## config.mk

```make
export PLATFORM = sky130hd
export DESIGN_NAME = tbpc_top
export DESIGN_NICKNAME = d
export VERILOG_FILES = /design/src/design/tbpc_pkg.sv /design/src/design/tbpc_tb_if.sv /design/src/design/tbpc_top.sv /design/src/design/tbpc_timebase.sv /design/src/design/tbpc_channel.sv
export SDC_FILE = /design/constraint.sdc
export NUM_CORES = 1
export LEC_CHECK = 0
export BUFFER_PORTS_ARGS = -buffer_cell sky130_fd_sc_hd__buf_2
export CAP_MARGIN = 20
export CORE_AREA = 2 2 132 159
export DETAILED_ROUTE_END_ITERATION = 8
export DIE_AREA = 0 0 134 161
export GPL_ROUTABILITY_DRIVEN = 0
export MAX_ROUTING_LAYER = met4
export SYNTH_ARGS = -nofsm -noshare
export SYNTH_HDL_FRONTEND = slang
export SYNTH_SLANG_ARGS = --single-unit
```

## constraint.sdc

```tcl
create_clock -name mclk -period 2.7 [get_ports mclk]
set_input_delay 0.54 -clock mclk [delete_from_list [all_inputs] [get_ports mclk]]
set_output_delay 0.54 -clock mclk [all_outputs]
set_load 0.01 [all_outputs]
```

## src/design/tbpc_pkg.sv

```systemverilog
package tbpc_pkg;

    localparam int NCH    = 4;
    localparam int CNT_W  = 8;
    localparam int FRAC_W = 2;
    localparam int DUTY_W = 10;
    localparam int DIV_W  = 6;
    localparam int POST_W = 4;
    localparam int ADDR_W = 8;
    localparam int DATA_W = 32;
    localparam int REG_W  = 8;
    localparam int TBC_W  = 7;

    localparam logic [FRAC_W-1:0] FRAC_MAX = 2'h3;

    // Register byte offsets.
    localparam logic [ADDR_W-1:0] OFF_PERIOD    = 8'h00;
    localparam logic [ADDR_W-1:0] OFF_TB_COUNT  = 8'h04;
    localparam logic [ADDR_W-1:0] OFF_TB_CTRL   = 8'h08;
    localparam logic [ADDR_W-1:0] OFF_CH_BASE   = 8'h10;
    localparam logic [ADDR_W-1:0] OFF_CH_STRIDE = 8'h10;
    localparam logic [ADDR_W-1:0] SUB_CTRL      = 8'h00;
    localparam logic [ADDR_W-1:0] SUB_DUTY_HI   = 8'h04;
    localparam logic [ADDR_W-1:0] SUB_DUTY_LO   = 8'h08;

    // Field positions.
    localparam int CTL_EN_BIT   = 7;
    localparam int CTL_OE_BIT   = 6;
    localparam int CTL_OUT_BIT  = 5;
    localparam int CTL_POL_BIT  = 4;
    localparam int DCL_LSB      = 6;
    localparam int TBC_PS_LSB   = 0;
    localparam int TBC_RUN_BIT  = 2;
    localparam int TBC_POST_LSB = 3;

    // Prescale select codes and the matching divider terminal counts.
    localparam logic [1:0]       PS_DIV1  = 2'h0;
    localparam logic [1:0]       PS_DIV4  = 2'h1;
    localparam logic [1:0]       PS_DIV16 = 2'h2;
    localparam logic [DIV_W-1:0] DMAX_1   = 6'h00;
    localparam logic [DIV_W-1:0] DMAX_4   = 6'h03;
    localparam logic [DIV_W-1:0] DMAX_16  = 6'h0F;
    localparam logic [DIV_W-1:0] DMAX_64  = 6'h3F;

    // Reset values.
    localparam logic [CNT_W-1:0]  PERIOD_RST = 8'hFF;
    localparam logic [TBC_W-1:0]  TBC_RST    = 7'h00;
    localparam logic [CNT_W-1:0]  DUTY_H_RST = 8'h00;
    localparam logic [FRAC_W-1:0] DUTY_L_RST = 2'h0;

    localparam logic [1:0] RESP_OKAY   = 2'h0;
    localparam logic [1:0] RESP_SLVERR = 2'h2;

    typedef enum logic [1:0] {
        BUS_IDLE = 2'b01,
        BUS_RESP = 2'b10
    } tbpc_bus_state_t;

endpackage

```

## src/design/tbpc_tb_if.sv

```systemverilog
`timescale 1ns/100ps
interface tbpc_tb_if;
    logic                            step;
    logic                            load;
    logic [tbpc_pkg::DUTY_W-1:0]     base_nxt;
    logic [tbpc_pkg::DUTY_W-1:0]     limit;
    modport src (output step, output load, output base_nxt, output limit);
    modport snk (input step, input load, input base_nxt, input limit);
endinterface

```

## src/design/tbpc_top.sv

```systemverilog
`timescale 1ns/100ps
// Overview of operation
// RULE_01 - Software sets PWM pins as port outputs.
// RULE_02 - Cleared output enable releases the pin.
// RULE_03 - Each channel has 10-bit duty resolution.
// RULE_04 - One shared period, independent channel duties.
// RULE_05 - Postscaler never affects PWM output.
// RULE_06 - Outputs go active when time base clears.
// RULE_07 - Output clears when time base equals duty.
// RULE_08 - Duty at or above period gives 100%.
// RULE_09 - Duty registers double buffered, loaded at match.
// RULE_10 - Software writes both duty halves before match.
// RULE_11 - Polarity bit inverts the channel output.
// RULE_12 - Period is (period+1) times 4 times prescale.
// RULE_13 - After match: clear, set active, latch buffers.
// RULE_14 - Duty writes accepted anytime, effective at match.
// RULE_15 - Pulse width is duty times prescaled clock.
// RULE_16 - Duty ratio is duty over 4(period+1).
// RULE_17 - Two low time base bits count prescaled clocks.
// RULE_18 - Disabled channel holds output inactive.
// RULE_19 - Status bit shows output after polarity.
module tbpc_top (
    // Clock, reset and clock enable
    input  wire logic                              mclk,
    input  wire logic                              rstn,
    input  wire logic                              ce,
    // AXI4-Lite write address and data
    input  wire logic                              s_axi_awvalid,
    output logic                                   s_axi_awready,
    input  wire logic [tbpc_pkg::ADDR_W-1:0]       s_axi_awaddr,
    input  wire logic [2:0]                        s_axi_awprot,
    input  wire logic                              s_axi_wvalid,
    output logic                                   s_axi_wready,
    input  wire logic [tbpc_pkg::DATA_W-1:0]       s_axi_wdata,
    input  wire logic [3:0]                        s_axi_wstrb,
    // AXI4-Lite write response
    output logic                                   s_axi_bvalid,
    input  wire logic                              s_axi_bready,
    output logic [1:0]                             s_axi_bresp,
    // AXI4-Lite read
    input  wire logic                              s_axi_arvalid,
    output logic                                   s_axi_arready,
    input  wire logic [tbpc_pkg::ADDR_W-1:0]       s_axi_araddr,
    input  wire logic [2:0]                        s_axi_arprot,
    output logic                                   s_axi_rvalid,
    input  wire logic                              s_axi_rready,
    output logic [tbpc_pkg::DATA_W-1:0]            s_axi_rdata,
    output logic [1:0]                             s_axi_rresp,
    // PWM pins and update tick
    output logic [tbpc_pkg::NCH-1:0]               pwm_pin_o,
    output logic [tbpc_pkg::NCH-1:0]               pwm_pin_oe,
    output logic                                   update_tick
);
    tbpc_pkg::tbpc_bus_state_t wst_r;
    tbpc_pkg::tbpc_bus_state_t rst_r;
    logic [1:0]                         bresp_r;
    logic [1:0]                         rresp_r;
    logic [tbpc_pkg::DATA_W-1:0]        rdata_r;
    logic [tbpc_pkg::CNT_W-1:0]         period_r;
    logic [tbpc_pkg::TBC_W-1:0]         tbc_r;
    logic [tbpc_pkg::CNT_W-1:0]         tmr;
    logic [tbpc_pkg::NCH-1:0]           en_r;
    logic [tbpc_pkg::NCH-1:0]           oe_r;
    logic [tbpc_pkg::NCH-1:0]           pol_r;
    logic [tbpc_pkg::NCH-1:0]           out_state;
    logic [tbpc_pkg::CNT_W-1:0]         dch_r [tbpc_pkg::NCH];
    logic [tbpc_pkg::FRAC_W-1:0]        dcl_r [tbpc_pkg::NCH];
    logic [tbpc_pkg::NCH-1:0]           wh_ctrl;
    logic [tbpc_pkg::NCH-1:0]           wh_dch;
    logic [tbpc_pkg::NCH-1:0]           wh_dcl;
    logic [tbpc_pkg::NCH-1:0]           rh_any;
    logic [tbpc_pkg::REG_W-1:0]         rd_acc [tbpc_pkg::NCH+1];

    tbpc_tb_if tb ();

    // Write channel: address and data are taken together, one write at a time.
    wire [tbpc_pkg::ADDR_W-1:0] waddr    = s_axi_awaddr;
    wire [tbpc_pkg::REG_W-1:0]  wbyte    = s_axi_wdata[tbpc_pkg::REG_W-1:0];
    wire                        wr_go    = ce && s_axi_awvalid && s_axi_wvalid
                                           && (wst_r == tbpc_pkg::BUS_IDLE);
    wire                        wr_en    = wr_go && s_axi_wstrb[0];
    wire                        wh_per   = (waddr == tbpc_pkg::OFF_PERIOD);
    wire                        wh_cnt   = (waddr == tbpc_pkg::OFF_TB_COUNT);
    wire                        wh_tbc   = (waddr == tbpc_pkg::OFF_TB_CTRL);
    wire                        w_mapped = wh_per || wh_cnt || wh_tbc
                                           || (|wh_ctrl) || (|wh_dch) || (|wh_dcl);

    assign s_axi_awready = wr_go;
    assign s_axi_wready  = wr_go;
    // Gated by ce so that a frozen block never completes a handshake twice.
    assign s_axi_bvalid  = ce && (wst_r == tbpc_pkg::BUS_RESP);
    assign s_axi_bresp   = bresp_r;

    always_ff @(posedge mclk or negedge rstn)
    begin
        if (!rstn)
        begin
            wst_r   <= tbpc_pkg::BUS_IDLE;
            bresp_r <= tbpc_pkg::RESP_OKAY;
        end
        else if (ce)
        begin
            case (wst_r)
                tbpc_pkg::BUS_IDLE:
                begin
                    if (wr_go)
                    begin
                        wst_r   <= tbpc_pkg::BUS_RESP;
                        bresp_r <= w_mapped ? tbpc_pkg::RESP_OKAY : tbpc_pkg::RESP_SLVERR;
                    end
                end
                tbpc_pkg::BUS_RESP:
                begin
                    if (s_axi_bready)
                    begin
                        wst_r <= tbpc_pkg::BUS_IDLE;
                    end
                end
                default:
                begin
                    wst_r <= tbpc_pkg::BUS_IDLE;
                end
            endcase
        end
    end

    // Shared period and time base control registers.
    always_ff @(posedge mclk or negedge rstn)
    begin
        if (!rstn)
        begin
            period_r <= tbpc_pkg::PERIOD_RST;
            tbc_r    <= tbpc_pkg::TBC_RST;
        end
        else if (wr_en)
        begin
            if (wh_per)
            begin
                period_r <= wbyte; // RULE_04
            end
            if (wh_tbc)
            begin
                tbc_r <= wbyte[tbpc_pkg::TBC_W-1:0];
            end
        end
    end

    // Read channel.
    wire [tbpc_pkg::ADDR_W-1:0] raddr    = s_axi_araddr;
    wire                        rd_go    = ce && s_axi_arvalid && (rst_r == tbpc_pkg::BUS_IDLE);
    wire                        rh_per   = (raddr == tbpc_pkg::OFF_PERIOD);
    wire                        rh_cnt   = (raddr == tbpc_pkg::OFF_TB_COUNT);
    wire                        rh_tbc   = (raddr == tbpc_pkg::OFF_TB_CTRL);
    wire                        r_mapped = rh_per || rh_cnt || rh_tbc || (|rh_any);
    wire [tbpc_pkg::REG_W-1:0]  rd_glob  = rh_per ? period_r :
                                           rh_cnt ? tmr :
                                           rh_tbc ? {1'b0, tbc_r} : '0;
    wire [tbpc_pkg::REG_W-1:0]  rd_byte  = rd_glob | rd_acc[tbpc_pkg::NCH];

    assign s_axi_arready = rd_go;
    assign s_axi_rvalid  = ce && (rst_r == tbpc_pkg::BUS_RESP);
    assign s_axi_rdata   = rdata_r;
    assign s_axi_rresp   = rresp_r;
    assign rd_acc[0]     = '0;

    always_ff @(posedge mclk or negedge rstn)
    begin
        if (!rstn)
        begin
            rst_r   <= tbpc_pkg::BUS_IDLE;
            rdata_r <= '0;
            rresp_r <= tbpc_pkg::RESP_OKAY;
        end
        else if (ce)
        begin
            case (rst_r)
                tbpc_pkg::BUS_IDLE:
                begin
                    if (rd_go)
                    begin
                        rst_r   <= tbpc_pkg::BUS_RESP;
                        rdata_r <= {{(tbpc_pkg::DATA_W-tbpc_pkg::REG_W){1'b0}}, rd_byte};
                        rresp_r <= r_mapped ? tbpc_pkg::RESP_OKAY : tbpc_pkg::RESP_SLVERR;
                    end
                end
                tbpc_pkg::BUS_RESP:
                begin
                    if (s_axi_rready)
                    begin
                        rst_r <= tbpc_pkg::BUS_IDLE;
                    end
                end
                default:
                begin
                    rst_r <= tbpc_pkg::BUS_IDLE;
                end
            endcase
        end
    end

    // The prescale and postscale fields only reach the time base, which owns the count.
    tbpc_timebase u_timebase (
        .mclk      (mclk),
        .rstn      (rstn),
        .ce        (ce),
        .run       (tbc_r[tbpc_pkg::TBC_RUN_BIT]),
        .presc_sel (tbc_r[tbpc_pkg::TBC_PS_LSB +: 2]),
        .post_sel  (tbc_r[tbpc_pkg::TBC_POST_LSB +: tbpc_pkg::POST_W]),
        .pr        (period_r),
        .cnt_wr    (wr_en && wh_cnt),
        .cnt_wdata (wbyte),
        .tb        (tb.src),
        .tmr       (tmr),
        .post_tick (update_tick)
    );

    genvar i;
    generate
        for (i = 0; i < tbpc_pkg::NCH; i++)
        begin : g_ch
            localparam logic [tbpc_pkg::ADDR_W-1:0] BASE =
                tbpc_pkg::ADDR_W'(tbpc_pkg::OFF_CH_BASE + i * tbpc_pkg::OFF_CH_STRIDE);
            wire                       rh_ctrl  = (raddr == BASE + tbpc_pkg::SUB_CTRL);
            wire                       rh_dch   = (raddr == BASE + tbpc_pkg::SUB_DUTY_HI);
            wire                       rh_dcl   = (raddr == BASE + tbpc_pkg::SUB_DUTY_LO);
            wire [tbpc_pkg::REG_W-1:0] ctrl_rd  =
                tbpc_pkg::REG_W'({en_r[i], oe_r[i], out_state[i], pol_r[i]})
                << tbpc_pkg::CTL_POL_BIT;
            wire [tbpc_pkg::REG_W-1:0] dcl_rd   =
                tbpc_pkg::REG_W'(dcl_r[i]) << tbpc_pkg::DCL_LSB;
            wire [tbpc_pkg::REG_W-1:0] ch_rd    = rh_ctrl ? ctrl_rd :
                                                  rh_dch  ? dch_r[i] :
                                                  rh_dcl  ? dcl_rd : '0;

            assign wh_ctrl[i]  = (waddr == BASE + tbpc_pkg::SUB_CTRL);
            assign wh_dch[i]   = (waddr == BASE + tbpc_pkg::SUB_DUTY_HI);
            assign wh_dcl[i]   = (waddr == BASE + tbpc_pkg::SUB_DUTY_LO);
            assign rh_any[i]   = rh_ctrl || rh_dch || rh_dcl;
            assign rd_acc[i+1] = rd_acc[i] | ch_rd;

            // Duty halves land here at any time; the channel copies them only at match.
            always_ff @(posedge mclk or negedge rstn)
            begin
                if (!rstn)
                begin
                    en_r[i]  <= 1'b0;
                    oe_r[i]  <= 1'b0;
                    pol_r[i] <= 1'b0;
                    dch_r[i] <= tbpc_pkg::DUTY_H_RST;
                    dcl_r[i] <= tbpc_pkg::DUTY_L_RST;
                end
                else if (wr_en)
                begin
                    if (wh_ctrl[i])
                    begin
                        en_r[i]  <= wbyte[tbpc_pkg::CTL_EN_BIT];
                        oe_r[i]  <= wbyte[tbpc_pkg::CTL_OE_BIT];
                        pol_r[i] <= wbyte[tbpc_pkg::CTL_POL_BIT];
                    end
                    if (wh_dch[i])
                    begin
                        dch_r[i] <= wbyte; // RULE_14
                    end
                    if (wh_dcl[i])
                    begin
                        dcl_r[i] <= wbyte[tbpc_pkg::DCL_LSB +: tbpc_pkg::FRAC_W]; // RULE_14
                    end
                end
            end

            tbpc_channel u_channel (
                .mclk      (mclk),
                .rstn      (rstn),
                .ce        (ce),
                .en        (en_r[i]),
                .oe        (oe_r[i]),
                .pol       (pol_r[i]),
                .duty_new  ({dch_r[i], dcl_r[i]}),
                .tb        (tb.snk),
                .pin_o     (pwm_pin_o[i]),
                .pin_oe    (pwm_pin_oe[i]),
                .out_state (out_state[i])
            );
        end
    endgenerate

    a_bresp_hold: assert property (@(posedge mclk) disable iff (!rstn)
        s_axi_bvalid && !s_axi_bready && ce |=> (wst_r == tbpc_pkg::BUS_RESP))
        else $error("write response dropped before acceptance");

    a_pin_release: assert property (@(posedge mclk) disable iff (!rstn) // RULE_02
        wr_en && (|wh_ctrl) && !wbyte[tbpc_pkg::CTL_OE_BIT] |=> ~|(pwm_pin_oe & $past(wh_ctrl)))
        else $error("pin still driven after output enable cleared");

endmodule

```

## src/design/tbpc_timebase.sv

```systemverilog
`timescale 1ns/100ps
module tbpc_timebase (
    // Clock and reset
    input  wire logic                          mclk,
    input  wire logic                          rstn,
    input  wire logic                          ce,
    // Settings
    input  wire logic                          run,
    input  wire logic [1:0]                    presc_sel,
    input  wire logic [tbpc_pkg::POST_W-1:0]   post_sel,
    input  wire logic [tbpc_pkg::CNT_W-1:0]    pr,
    // Software write of the count
    input  wire logic                          cnt_wr,
    input  wire logic [tbpc_pkg::CNT_W-1:0]    cnt_wdata,
    // Time base
    tbpc_tb_if.src                             tb,
    output logic [tbpc_pkg::CNT_W-1:0]         tmr,
    output logic                               post_tick
);
    logic [tbpc_pkg::DIV_W-1:0]  div_r;
    logic [tbpc_pkg::FRAC_W-1:0] frac_r;
    logic [tbpc_pkg::CNT_W-1:0]  tmr_r;
    logic [tbpc_pkg::POST_W-1:0] post_r;
    logic                        post_tick_r;

    wire [tbpc_pkg::DIV_W-1:0]  div_max = (presc_sel == tbpc_pkg::PS_DIV1)  ? tbpc_pkg::DMAX_1  :
                                          (presc_sel == tbpc_pkg::PS_DIV4)  ? tbpc_pkg::DMAX_4  :
                                          (presc_sel == tbpc_pkg::PS_DIV16) ? tbpc_pkg::DMAX_16 :
                                          tbpc_pkg::DMAX_64;
    wire                        tick     = run && (div_r == div_max) && !cnt_wr; // RULE_17
    wire                        wrap     = (tmr_r == pr) && (frac_r == tbpc_pkg::FRAC_MAX);
    wire [tbpc_pkg::DUTY_W-1:0] base_inc = {tmr_r, frac_r} + 10'h001;
    wire [tbpc_pkg::DUTY_W-1:0] base_nxt = wrap ? '0 : base_inc; // RULE_13
    wire                        post_hit = (post_r == post_sel);

    assign tb.step     = ce && tick;
    assign tb.load     = wrap; // RULE_04
    assign tb.base_nxt = base_nxt;
    assign tb.limit    = {pr, tbpc_pkg::FRAC_MAX}; // RULE_16
    assign tmr         = tmr_r;
    assign post_tick   = post_tick_r;

    always_ff @(posedge mclk or negedge rstn)
    begin
        if (!rstn)
        begin
            div_r  <= '0;
            frac_r <= '0;
            tmr_r  <= '0;
        end
        else if (ce && cnt_wr)
        begin
            tmr_r  <= cnt_wdata;
            frac_r <= '0;
            div_r  <= '0;
        end
        else if (ce && run)
        begin
            div_r <= tick ? '0 : div_r + 6'h01; // RULE_12
            if (tick)
            begin
                {tmr_r, frac_r} <= base_nxt; // RULE_17
            end
        end
    end

    // The postscaler only feeds the update tick, never the outputs.
    always_ff @(posedge mclk or negedge rstn)
    begin
        if (!rstn)
        begin
            post_r      <= '0;
            post_tick_r <= 1'b0;
        end
        else if (ce)
        begin
            post_tick_r <= tick && wrap && post_hit; // RULE_05
            if (tick && wrap)
            begin
                post_r <= post_hit ? '0 : post_r + 4'h1;
            end
        end
    end

    a_period_wrap: assert property (@(posedge mclk) disable iff (!rstn) // RULE_13
        tb.step && wrap |=> (tmr_r == '0) && (frac_r == '0))
        else $error("time base did not clear after period match");

    a_presc_gap: assert property (@(posedge mclk) disable iff (!rstn) // RULE_12
        tb.step && (presc_sel == tbpc_pkg::PS_DIV4) |=> !tb.step [*3])
        else $error("prescale 1:4 step spacing too short");

endmodule

```

## src/design/tbpc_channel.sv

```systemverilog
`timescale 1ns/100ps
module tbpc_channel (
    // Clock and reset
    input  wire logic                          mclk,
    input  wire logic                          rstn,
    input  wire logic                          ce,
    // Control
    input  wire logic                          en,
    input  wire logic                          oe,
    input  wire logic                          pol,
    input  wire logic [tbpc_pkg::DUTY_W-1:0]   duty_new,
    // Time base
    tbpc_tb_if.snk                             tb,
    // Pin and status
    output logic                               pin_o,
    output logic                               pin_oe,
    output logic                               out_state
);
    logic [tbpc_pkg::DUTY_W-1:0] buf_r;
    logic                        out_r;

    wire period_go = tb.step && tb.load;
    wire hit       = (tb.base_nxt == buf_r) && (buf_r <= tb.limit); // RULE_07 RULE_08 RULE_15
    wire out_nxt   = !en       ? 1'b0 :                              // RULE_18
                     period_go ? (duty_new != '0) :                  // RULE_06 RULE_13
                     (tb.step && hit) ? 1'b0 : out_r;                // RULE_07

    assign pin_o     = out_r ^ pol; // RULE_11
    assign pin_oe    = oe; // RULE_02
    assign out_state = out_r ^ pol; // RULE_19

    always_ff @(posedge mclk or negedge rstn)
    begin
        if (!rstn)
        begin
            buf_r <= '0;
            out_r <= 1'b0;
        end
        else if (ce)
        begin
            out_r <= out_nxt; // RULE_03
            if (period_go)
            begin
                buf_r <= duty_new; // RULE_09
            end
        end
    end

    a_start_active: assert property (@(posedge mclk) disable iff (!rstn) // RULE_06
        period_go && en && (duty_new != '0) |=> out_r)
        else $error("output not active at period start");

    a_zero_duty: assert property (@(posedge mclk) disable iff (!rstn) // RULE_13
        period_go && (duty_new == '0) |=> !out_r)
        else $error("zero duty output went active");

    a_match_clear: assert property (@(posedge mclk) disable iff (!rstn) // RULE_07
        tb.step && !tb.load && (tb.base_nxt == buf_r) && (buf_r <= tb.limit) |=> !out_r)
        else $error("output not cleared at duty match");

    a_full_duty: assert property (@(posedge mclk) disable iff (!rstn) // RULE_08
        ce && en && out_r && !tb.load && (buf_r > tb.limit) |=> out_r)
        else $error("full duty output was cleared");

    a_disabled_low: assert property (@(posedge mclk) disable iff (!rstn) // RULE_18
        ce && !en |=> !out_r)
        else $error("disabled channel output active");

    a_buffer_load: assert property (@(posedge mclk) disable iff (!rstn) // RULE_09
        period_go |=> buf_r == $past(duty_new))
        else $error("duty buffer not loaded at period match");

    a_buffer_hold: assert property (@(posedge mclk) disable iff (!rstn) // RULE_14
        !period_go |=> $stable(buf_r))
        else $error("duty buffer changed outside period match");

    a_pin_level: assert property (@(posedge mclk) disable iff (!rstn) // RULE_11
        pin_oe && (out_r == pol) |-> !pin_o)
        else $error("pin level does not follow polarity");

endmodule

```

==> results of run 1 <==
[layout make-up]
type | count | area share
clock buffers | 18 | 0.0418
clock inverters | 14 | 0.0135
inverters | 19 | 0.00694
multi-input cells | 719 | 0.464
flip-flops and latches | 146 | 0.357
well taps | 265 | 0.0323
repair buffers | 127 | 0.0850
[cells in the mapped netlist, types with 5 or more instances]
cell type	instances
sky130_fd_sc_hd__nor3_1	16
sky130_fd_sc_hd__and2_1	5
sky130_fd_sc_hd__or4_1	8
sky130_fd_sc_hd__buf_2	12
sky130_fd_sc_hd__a21o_1	14
sky130_fd_sc_hd__clkbuf_1	23
sky130_fd_sc_hd__nand2_1	186
sky130_fd_sc_hd__a31oi_1	8
sky130_fd_sc_hd__a222oi_1	14
sky130_fd_sc_hd__nand3_1	20
sky130_fd_sc_hd__dfstp_2	10
sky130_fd_sc_hd__dfrtp_1	136
sky130_fd_sc_hd__a21oi_1	40
sky130_fd_sc_hd__o21ai_0	37
sky130_fd_sc_hd__nor2b_1	9
sky130_fd_sc_hd__mux2_2	62
sky130_fd_sc_hd__inv_1	18
sky130_fd_sc_hd__nand4_1	19
sky130_fd_sc_hd__o21a_1	10
sky130_fd_sc_hd__ha_1	35
sky130_fd_sc_hd__xnor2_1	32
sky130_fd_sc_hd__xor2_1	17
sky130_fd_sc_hd__o22ai_1	6
sky130_fd_sc_hd__nor2_1	36
sky130_fd_sc_hd__buf_6	6
sky130_fd_sc_hd__buf_4	36
sky130_fd_sc_hd__and3_1	6
sky130_fd_sc_hd__nor4_1	12
sky130_fd_sc_hd__nand2b_1	11
sky130_fd_sc_hd__nor4b_1	6
[registers in the layout, indices dropped and copies added, names as in the netlist, 6 cells and up]
signal and flops:
u_timebase.div_r 6, dcl_r 8, period_r 8, dch_r 32, g_ch.u_channel.buf_r 40, g_ch.ctrl_rd 8, s_axi_rdata 8, u_timebase.tmr 8
tbc_r 7
[worst max-delay path, stage by stage (launching register included)]
cell	delay (ns)
sky130_fd_sc_hd__dfstp_2	0.56
sky130_fd_sc_hd__nand4_2	0.11
sky130_fd_sc_hd__or4_4	0.54
sky130_fd_sc_hd__nand4bb_1	0.30
sky130_fd_sc_hd__and3b_2	0.42
sky130_fd_sc_hd__a221oi_2	0.37
sky130_fd_sc_hd__o31a_1	0.19
[cell families after synthesis]
kind of cell / share of synthesized area
AND/OR/NAND/NOR: 0.197
AO/OA/AOI/OAI: 0.145
flip-flops: 0.414
buffers and inverters: 0.0636
multiplexers: 0.0822
XOR/XNOR: 0.0485
adder cells (fa/ha/maj): 0.0494
other: 0.000423
[through the flow]
stage / instance area (um2) / setup slack (ns)
2_1_floorplan: 8950 / 0.285
6_report: 10300 / 0.124
3_5_place_dp: 9680 / 0.0861
5_1_grt: 10300 / -0.00571
4_1_cts: 10200 / 0.0872
3_3_place_gp: 9680 / 0.127
[routing by layer]
layer / wire length (um) / share of wire / vias up / global-route usage
li1: - / - / 3517 / -
met1: 11400 / 0.40 / 3660 / 0.335
met2: 13400 / 0.47 / 371 / 0.439
met3: 1810 / 0.064 / 96 / 0.0443
met4: 1790 / 0.063 / 0 / 0.166
met5: 0 / 0 / - / -
[worst paths after layout]
path | to | startpoint | slack, ns | cells past startpoint
min in group mclk | rst_r[1]$_DFFE_PN0P_ | s_axi_rready | 0.38 | 4
max reg2reg | g_ch[1].u_channel.out_r$_DFFE_PN0P_ | wst_r[0]$_DFFE_PN1P_ | 0.12 | 6
min reg2reg | s_axi_rdata[5]$_DFFE_PN0P_ | s_axi_rdata[5]$_DFFE_PN0P_ | 0.48 | 1
max | g_ch[1].u_channel.out_r$_DFFE_PN0P_ | wst_r[0]$_DFFE_PN1P_ | 0.12 | 6
max in group asynchronous | period_r[3]$_DFFE_PN1P_ | rstn | 1.95 | 2
min | g_ch[0].ctrl_rd[4]$_DFFE_PN0P_ | rstn | 0.03 | 1
[power breakdown]
| group | switching (mW) | total (mW) | internal (mW) |
|---|---|---|---|
| sequential | 0.0515 | 2.31 | 2.26 |
| combinational | 0.265 | 0.427 | 0.162 |
| clock | 1.02 | 2.31 | 1.29 |
[timing repair]
item | CTS | global route
setup endpoints to repair | 0 | 10
resized for setup | 0 | 5
hold endpoints to repair | 0 | 0
==> results list, run 1 <==
- Largest net degree at the start of global routing: 50
- At the pin with the least slew margin, the transition time is 0.895 ns.
- Kind of capture point of the worst setup path: flop
- Hold buffer count at CTS: 0
- In the final layout, the multi-input gates occupy 4760 um2.
- Drc violations: 0
- The count of nets left with antenna violations once routing finished came out at 0.
- In the final design database the tool counted 1131 nets.
* Number of clock buffers inserted by TritonCTS: 17
* Routed length per placed instance: 21.7 um
- The library cell used most frequently in the layout, excluding fill and tap cells, is sky130_fd_sc_hd__nand2_1.
* Total design power: 5.05 mW
* Unrepaired setup endpoints after global routing: true
* Number of flops mapped to enable cells by yosys: 0
- Top-level I/O count: 116
- CTS tree: done
- Max IR drop VDD: 0.407 mV
- Using the TritonRoute via totals, the vias-per-cell ratio works out to 5.84.
- Synthesized area: 8860 um2
- Worst skew pair latency: 0.44 ns
- Final hold slack: 0.0333 ns
- Number of antenna diodes: 0
- The final hold violation count is 0.
* Clock root buffer: sky130_fd_sc_hd__clkbuf_16
* Post-route minimum period: 2.58 ns
- Relative area change from synthesis to final layout: 16.0%
- The number of slew-limit violations in the final report was 0.
- Area share of the largest cell type after synthesis: 0.384
* DR iter-0 viols: 696
* Syn. warnings: 0
- Fraction of final layout cells sized beyond drive strength 1: 0.237
- Clock tree skew after final layout: 0.0147 ns
* Critical path start-end classification: reg2reg
- The library cells used most frequently in the layout, excluding fill and tap cells, are 186 x sky130_fd_sc_hd__nand2_1, 136 x sky130_fd_sc_hd__dfrtp_1, 66 x sky130_fd_sc_hd__buf_4, 62 x sky130_fd_sc_hd__mux2_2, 55 x sky130_fd_sc_hd__buf_2.
- Util after Layout: 0.513
- GRT Resource Usage Total: 0.278
* Synth unique cells: 74
- For this design the ratio of total power to cell area is 492 nW/um2.
- The first global-routing pass estimated 43600 um of wire.
- Among all flip-flop cells after synthesis, the most frequent one is sky130_fd_sc_hd__dfrtp_1.
* Port Buffers: 56
- The pre-antenna-repair detailed-routing pass consisted of 6 iterations.
- In this run the worst path has a maximum fanout of 17.
- After synthesis, the mean cell area works out to 9.44 um2.
- The flow ran to the end, and the final reports show no timing, DRC or antenna violations.
- Fraction of registers with async set or reset after synthesis: 1.00
- The tightest min-delay check is of the in2async type.
- For the worst setup path, the data arrival time is 2.95 ns.
- Total wire length: 28400 um
- Clock Sink Count: 146
* Non-filler cells in the finished layout: 1308
- STA puts the critical path data required time at 3.07 ns.
* Number of placed cells counting well taps: 1276
- The synthesized design contains 146 register bits.
- The layout has 1877 filler cells.
* Num rows: 57
- After clock tree synthesis, the clock-pin slew on the worst setup and hold paths is 0.07 ns.
- In the final timing run, aggregate negative setup slack is 0 ns.
- Biggest area contributors in the synthesized netlist: sky130_fd_sc_hd__dfrtp_1 38%, sky130_fd_sc_hd__nand2_1 7.9%, sky130_fd_sc_hd__mux2_2 7.9%
* Vertical die dimension: 161 um
* Die outline width: 134 um
* Part of the cycle the worst path needs: 0.954
* Library cell with the largest summed area after synthesis: sky130_fd_sc_hd__dfrtp_1
- Post-detailed-placement half-perimeter wirelength: 21400 um
- The floorplan step defined a die boundary enclosing 21600 um2.
* Final count of negative-setup-slack endpoints: 0
* Count of mapped cells out of synthesis: 938
- Effective utilization at floorplan: 0.442
- Based on the critical path, the design can be clocked at up to 388 MHz.
- Max Buffers Root-to-Sink: 2
- H-tree depth reported by CTS: 4
- Overflow left after global routing: 0
- Register cell area after layout: 3670 um2
- For this block, the via count after detailed routing is 7644.
* Core area: 20000 um2
- The via count of the first global-routing pass was 7482.
* Antenna violations before repair: 0
- The worst pin sits at a relative slew slack of 0.399.
- Startpoint type of the worst setup path: flop
* Max-cap viol count: 0
- The share of the Yosys chip area taken by registers is 0.414.
* # Post-CTS Setup Buffers: 0
- The analysis attributes to cell leakage a power of 4.94 nW.
Note: power is estimated with default switching activity, not from simulation.
==> inputs of run 2 (changes only) <==
Settings changed: CORE_AREA 2 2 132 159 to 2 2 164 134, DIE_AREA 0 0 134 161 to 0 0 166 136, SYNTH_HIERARCHICAL from default to 1.
==> results list, run 2 <==
- Status: finished clean (unchanged)
- The number of max-cap violations came to 0 (unchanged).
- The final hold violation count came to 0 (unchanged).
* Highest metal layer with signal wires: met4 (unchanged)
* Final design instance area without fill: 10800 um2 (was 10300 um2)
- Relative area change from synthesis to final layout: 16.9% (was 16.0%)
- Routed length per placed instance: 21.7 um (about the same)
- Biggest register: g_ch.u_channel/buf_r (was g_ch.u_channel.buf_r)
- R2R setup slack: 0.14 ns (was 0.12 ns)
- The post-detailed-route DRC marker count was 0 (unchanged).
- The number of violations reported at the end of detailed-routing iteration 0 was 619 (was 696).
- Biggest area contributors in the synthesized netlist: sky130_fd_sc_hd__dfrtp_1 37%, sky130_fd_sc_hd__mux2_2 12%, sky130_fd_sc_hd__ha_1 5.8% (was sky130_fd_sc_hd__dfrtp_1 38%, sky130_fd_sc_hd__nand2_1 7.9%, sky130_fd_sc_hd__mux2_2 7.9%)
- The number of slew-limit violations in the final report was 0 (unchanged).
- # Post-CTS Setup Buffers: 0 (unchanged)
- The via total after detailed routing is 7422 (was 7644).
* Final setup TNS: 0 ns (unchanged)
- The number of fill cells came to 1962 (was 1877).
* Fraction of registers with async set or reset after synthesis: 1.00 (unchanged)
* Data arrival time at the worst-slack endpoint: 2.85 ns (was 2.95 ns)
* Worst-margin pin slew: 0.643 ns (was 0.895 ns)
- The startpoint-to-endpoint class of the critical path is reg2reg (unchanged).
- The antenna diode count was 0 (unchanged).
- The die height was 136 um (was 161 um).
- The post-synthesis xor/xnor area fraction is 0.0604 (was 0.0485).
- Non-filler cells in the finished layout: 1294 (was 1308)
* Most frequently used flop master after synthesis: sky130_fd_sc_hd__dfrtp_1 (unchanged)
- The share of the core filled with cells in the final layout is 0.514 (was 0.513).
- Cell family with the largest share of critical-path delay: compound AO/OA/AOI/OAI gates (was simple AND/OR/NAND/NOR gates)
- The buffer depth of the longest clock path came to 2 (unchanged).
- Top-level I/O count: 116 (unchanged)
- The reg-to-reg endpoint is g_ch[1].u_channel/out_r$_DFFE_PN0P_ (was g_ch[1].u_channel.out_r$_DFFE_PN0P_).
- Largest registers: g_ch.u_channel/buf_r (40), dch_r (32) (was g_ch.u_channel.buf_r (40), dch_r (32)).
- GRT Resource Usage Total: 0.263 (was 0.278)
- The TritonCTS sink count came to 146 (unchanged).
- The power share of the combinational group was 0.097 (was 0.084).
* Worst skew pair latency: 0.43 ns (was 0.44 ns)
- H-tree depth reported by CTS: 4 (unchanged)
* Required time of the critical path: 2.99 ns (was 3.07 ns)
- FMAX: 390 MHz (was 388 MHz)
- Flip-flop count of the largest register, all copies and words added: 40 (unchanged)
- The cell at the root of the clock tree was sky130_fd_sc_hd__clkbuf_16 (unchanged).
- Most frequent cells after synthesis: 136 x sky130_fd_sc_hd__dfrtp_1, 95 x sky130_fd_sc_hd__mux2_2, 58 x sky130_fd_sc_hd__xnor2_1 (was 186 x sky130_fd_sc_hd__nand2_1, 136 x sky130_fd_sc_hd__dfrtp_1, 62 x sky130_fd_sc_hd__mux2_2).
* Largest net degree at the start of global routing: 58 (was 50)
- Part of the power in registers: 0.417 (was 0.458)
* Compound-gate portion of the synthesized area: 0.110 (was 0.145)
* Cell internal power dissipation: 4.19 mW (was 3.72 mW)
- The total die area came to 22600 um2 (was 21600 um2).
- The leading cell type in the layout, fill and taps excluded is sky130_fd_sc_hd__dfrtp_1 (was sky130_fd_sc_hd__nand2_1).
* Met1 routed wirelength after detailed routing: 13500 um (was 11400 um)
- The part of the cycle the worst path needs came to 0.949 (was 0.954).
- Num rows: 48 (was 57)
- Kind of capture point of the worst setup path: flop (unchanged)
- The setup clock skew after layout came to 0.00813 ns (was 0.0147 ns).
- Post-synthesis share of cell area spent on full adders, half adders and majority gates: 0.0580 (was 0.0494)
* Net switching power: 1.37 mW (was 1.33 mW)
* Number of global-route vias before repair: 7015 (was 7482)
- Number of placed cells counting well taps: 1262 (was 1276)
* Critical Path Fanout Max: 4 (was 17)
* Worst R2R Start: period_r[6]$_DFFE_PN1P_ (was wst_r[0]$_DFFE_PN1P_)
- The detailed route wirelength on metal3 came to 2350 um (was 1810 um).
* Antenna violations before repair: 0 (unchanged)
- Count of cells along the worst register-to-register path: 8 (was 6)
- Classification of the worst-slack hold path: in2async (unchanged)
* Antenna-violating nets left: 0 (unchanged)
- Static leakage: 5.10 nW (was 4.94 nW)
- The global-route congestion overflow total was 0 (unchanged).
- The largest area contributor in the netlist was sky130_fd_sc_hd__dfrtp_1 (unchanged).
* WL met2: 11700 um (was 13400 um)
- Startpoint type of the worst setup path: flop (unchanged)
* Area share of the largest cell type after synthesis: 0.367 (was 0.384)
- Syn. warnings: 6 (was 0)
- The number of CTS-inserted buffers was 17 (unchanged).
- The mux cell area share after synthesis came to 0.161 (was 0.0822).
- The combinational family with the most area after synthesis is multiplexers (was simple AND/OR/NAND/NOR gates).
* Clk network pwr share: 0.485 (was 0.458)
- The shortest clock period the worst path allows after layout was 2.56 ns (was 2.58 ns).
- Power density over the cells: 512 nW/um2 (was 492 nW/um2)
- Max IR drop VDD: 0.332 mV (was 0.407 mV)
* Post-Synthesis Mean Instance Area: 10.2 um2 (was 9.44 um2)
- # nets final: 1115 (was 1131)
* Via density: 5.74 (was 5.84)
- The layout cell share with drive strength beyond 1 is 0.307 (was 0.237).
- The number of synthesized flops with an enable pin came to 0 (unchanged).
- Pre-Repair DR Iteration Count: 5 (was 6)
* Final count of negative-setup-slack endpoints: 0 (unchanged)
- Slowest cell on the critical path: sky130_fd_sc_hd__dfstp_2 (unchanged)
- The first-pass GRT wire length is 43000 um (was 43600 um).
- Sequential-to-total area share from yosys stat: 0.395 (was 0.414)
- Area after DPL: 10100 um2 (was 9680 um2)
* Effective utilization at floorplan: 0.440 (was 0.442)
* Fraction of power spent switching nets: 0.246 (was 0.264)
- Post-detailed-placement half-perimeter wirelength: 20500 um (was 21400 um)
- Count of mapped cells out of synthesis: 907 (was 938)
- The worst hold slack is 0.0793 ns (was 0.0333 ns).
* Basic-gate share of the synthesized area counting and, or, nand and nor cells: 0.138 (was 0.197)
* Slew HR: 0.571 (was 0.399)
* Commonest cells after routing, fill and taps aside: 136 x sky130_fd_sc_hd__dfrtp_1, 95 x sky130_fd_sc_hd__mux2_2, 72 x sky130_fd_sc_hd__buf_4, 58 x sky130_fd_sc_hd__xnor2_1 (was 186 x sky130_fd_sc_hd__nand2_1, 136 x sky130_fd_sc_hd__dfrtp_1, 66 x sky130_fd_sc_hd__buf_4, 62 x sky130_fd_sc_hd__mux2_2, 55 x sky130_fd_sc_hd__buf_2)
* Die outline width: 166 um (was 134 um)
- The number of distinct library cells after synthesis was 67 (was 74).
- The buffer and inverter count on the worst path was 0 (unchanged).
- Critical path, cell by cell: xnor2_1, nand4_1, or3_4, o21a_1, xnor2_1, nand4_1, o41ai_1, o211ai_1 (was nand4_2, or4_4, nand4bb_1, and3b_2, a221oi_2, o31a_1)
- Total wire length: 28100 um (was 28400 um)
- The number of storage elements in the synthesis netlist was 146 (unchanged).
* Port Buffers: 56 (unchanged)
- Clock edge transition at the registers on the reported setup and hold paths: 0.06 ns (was 0.07 ns)
- Synthesized area: 9270 um2 (was 8860 um2)
* Core area: 21100 um2 (was 20000 um2)
- The most frequent cell after synthesis is sky130_fd_sc_hd__dfrtp_1 (was sky130_fd_sc_hd__nand2_1).
- Biggest cell delay along the critical path: 0.53 ns (was 0.56 ns)
- The CTS tree is done (unchanged).
[run 2: cell count changes after synthesis, sizes merged, moves of 23 or more]
| cell | change |
|---|---|
| nand2 | -139 |
| mux2 | +49 |
| inv | +39 |
| xnor2 | +26 |
| nand3 | +23 |
[run 2: worst max-delay path by stage]
stage / startpoint / end / slack [ns] / cells past startpoint
6_report: period_r[6]$_DFFE_PN1P_ / g_ch[1].u_channel/out_r$_DFFE_PN0P_ / 0.14 / 8
5_1_grt: wst_r[1]$_DFFE_PN0P_ / g_ch[0].u_channel/out_r$_DFFE_PN0P_ / -0.008 / 12
4_1_cts: u_timebase/frac_r[1]$_DFFE_PN0P_ / g_ch[1].u_channel/out_r$_DFFE_PN0P_ / 0.05 / 10
3_5_place_dp: s_axi_awaddr[1] / g_ch[0].u_channel/out_r$_DFFE_PN0P_ / -0.21 / 13
3_3_place_gp: s_axi_wvalid / g_ch[3].u_channel/out_r$_DFFE_PN0P_ / -0.12 / 13
2_1_floorplan: s_axi_awvalid / g_ch[0].u_channel/out_r$_DFFE_PN0P_ / 0.005 / 14
[run 2: area by class of cell]
| cell class | instances | area (um2) | share of cell area |
|---|---|---|---|
| flip-flops and latches | 146 | 3670 | 0.338 |
| clock buffers | 20 | 467 | 0.0430 |
| clock inverters | 12 | 203 | 0.0187 |
| repair buffers | 132 | 907 | 0.0837 |
| well taps | 275 | 344 | 0.0317 |
| multi-input cells | 652 | 5040 | 0.464 |
| inverters | 57 | 221 | 0.0204 |
[run 2: cell families (layout without fill, tap and decap cells)]
kind of cell	Yosys count	after routing
multiplexers	123	123
AND/OR/NAND/NOR	249	249
flip-flops	146	146
AO/OA/AOI/OAI	145	145
adder cells (fa/ha/maj)	43	43
XOR/XNOR	64	64
other	2	28
buffers and inverters	135	221
[run 2: metal layers]
metal / vias up / GRT usage
li1: 3408 / -
met1: 3687 / 0.375
met2: 296 / 0.368
met3: 31 / 0.0722
met4: 0 / 0.0652
met5: - / -
[run 2: through the flow]
stage | power, mW | setup WS (ns)
2_1_floorplan | 2.65 | 0.00531
3_3_place_gp | 2.89 | -0.123
3_5_place_dp | 2.89 | -0.209
4_1_cts | 5.58 | 0.0549
5_1_grt | 5.75 | -0.00809
6_report | 5.56 | 0.138
[run 2: what timing repair did]
item / CTS / global route
pin swaps: 0 / 2
endpoints found under the setup margin: 1 / 12
hold buffers: 0 / 0
resized for setup: 1 / 13
[run 2: power groups by stage]
stage | registers, mW | logic (mW) | clock network [mW]
3_3_place_gp | 2.36 | 0.531 | 0
3_5_place_dp | 2.36 | 0.533 | 0
6_report | 2.32 | 0.540 | 2.70
2_1_floorplan | 2.37 | 0.274 | 0
4_1_cts | 2.32 | 0.536 | 2.73
5_1_grt | 2.32 | 0.594 | 2.83
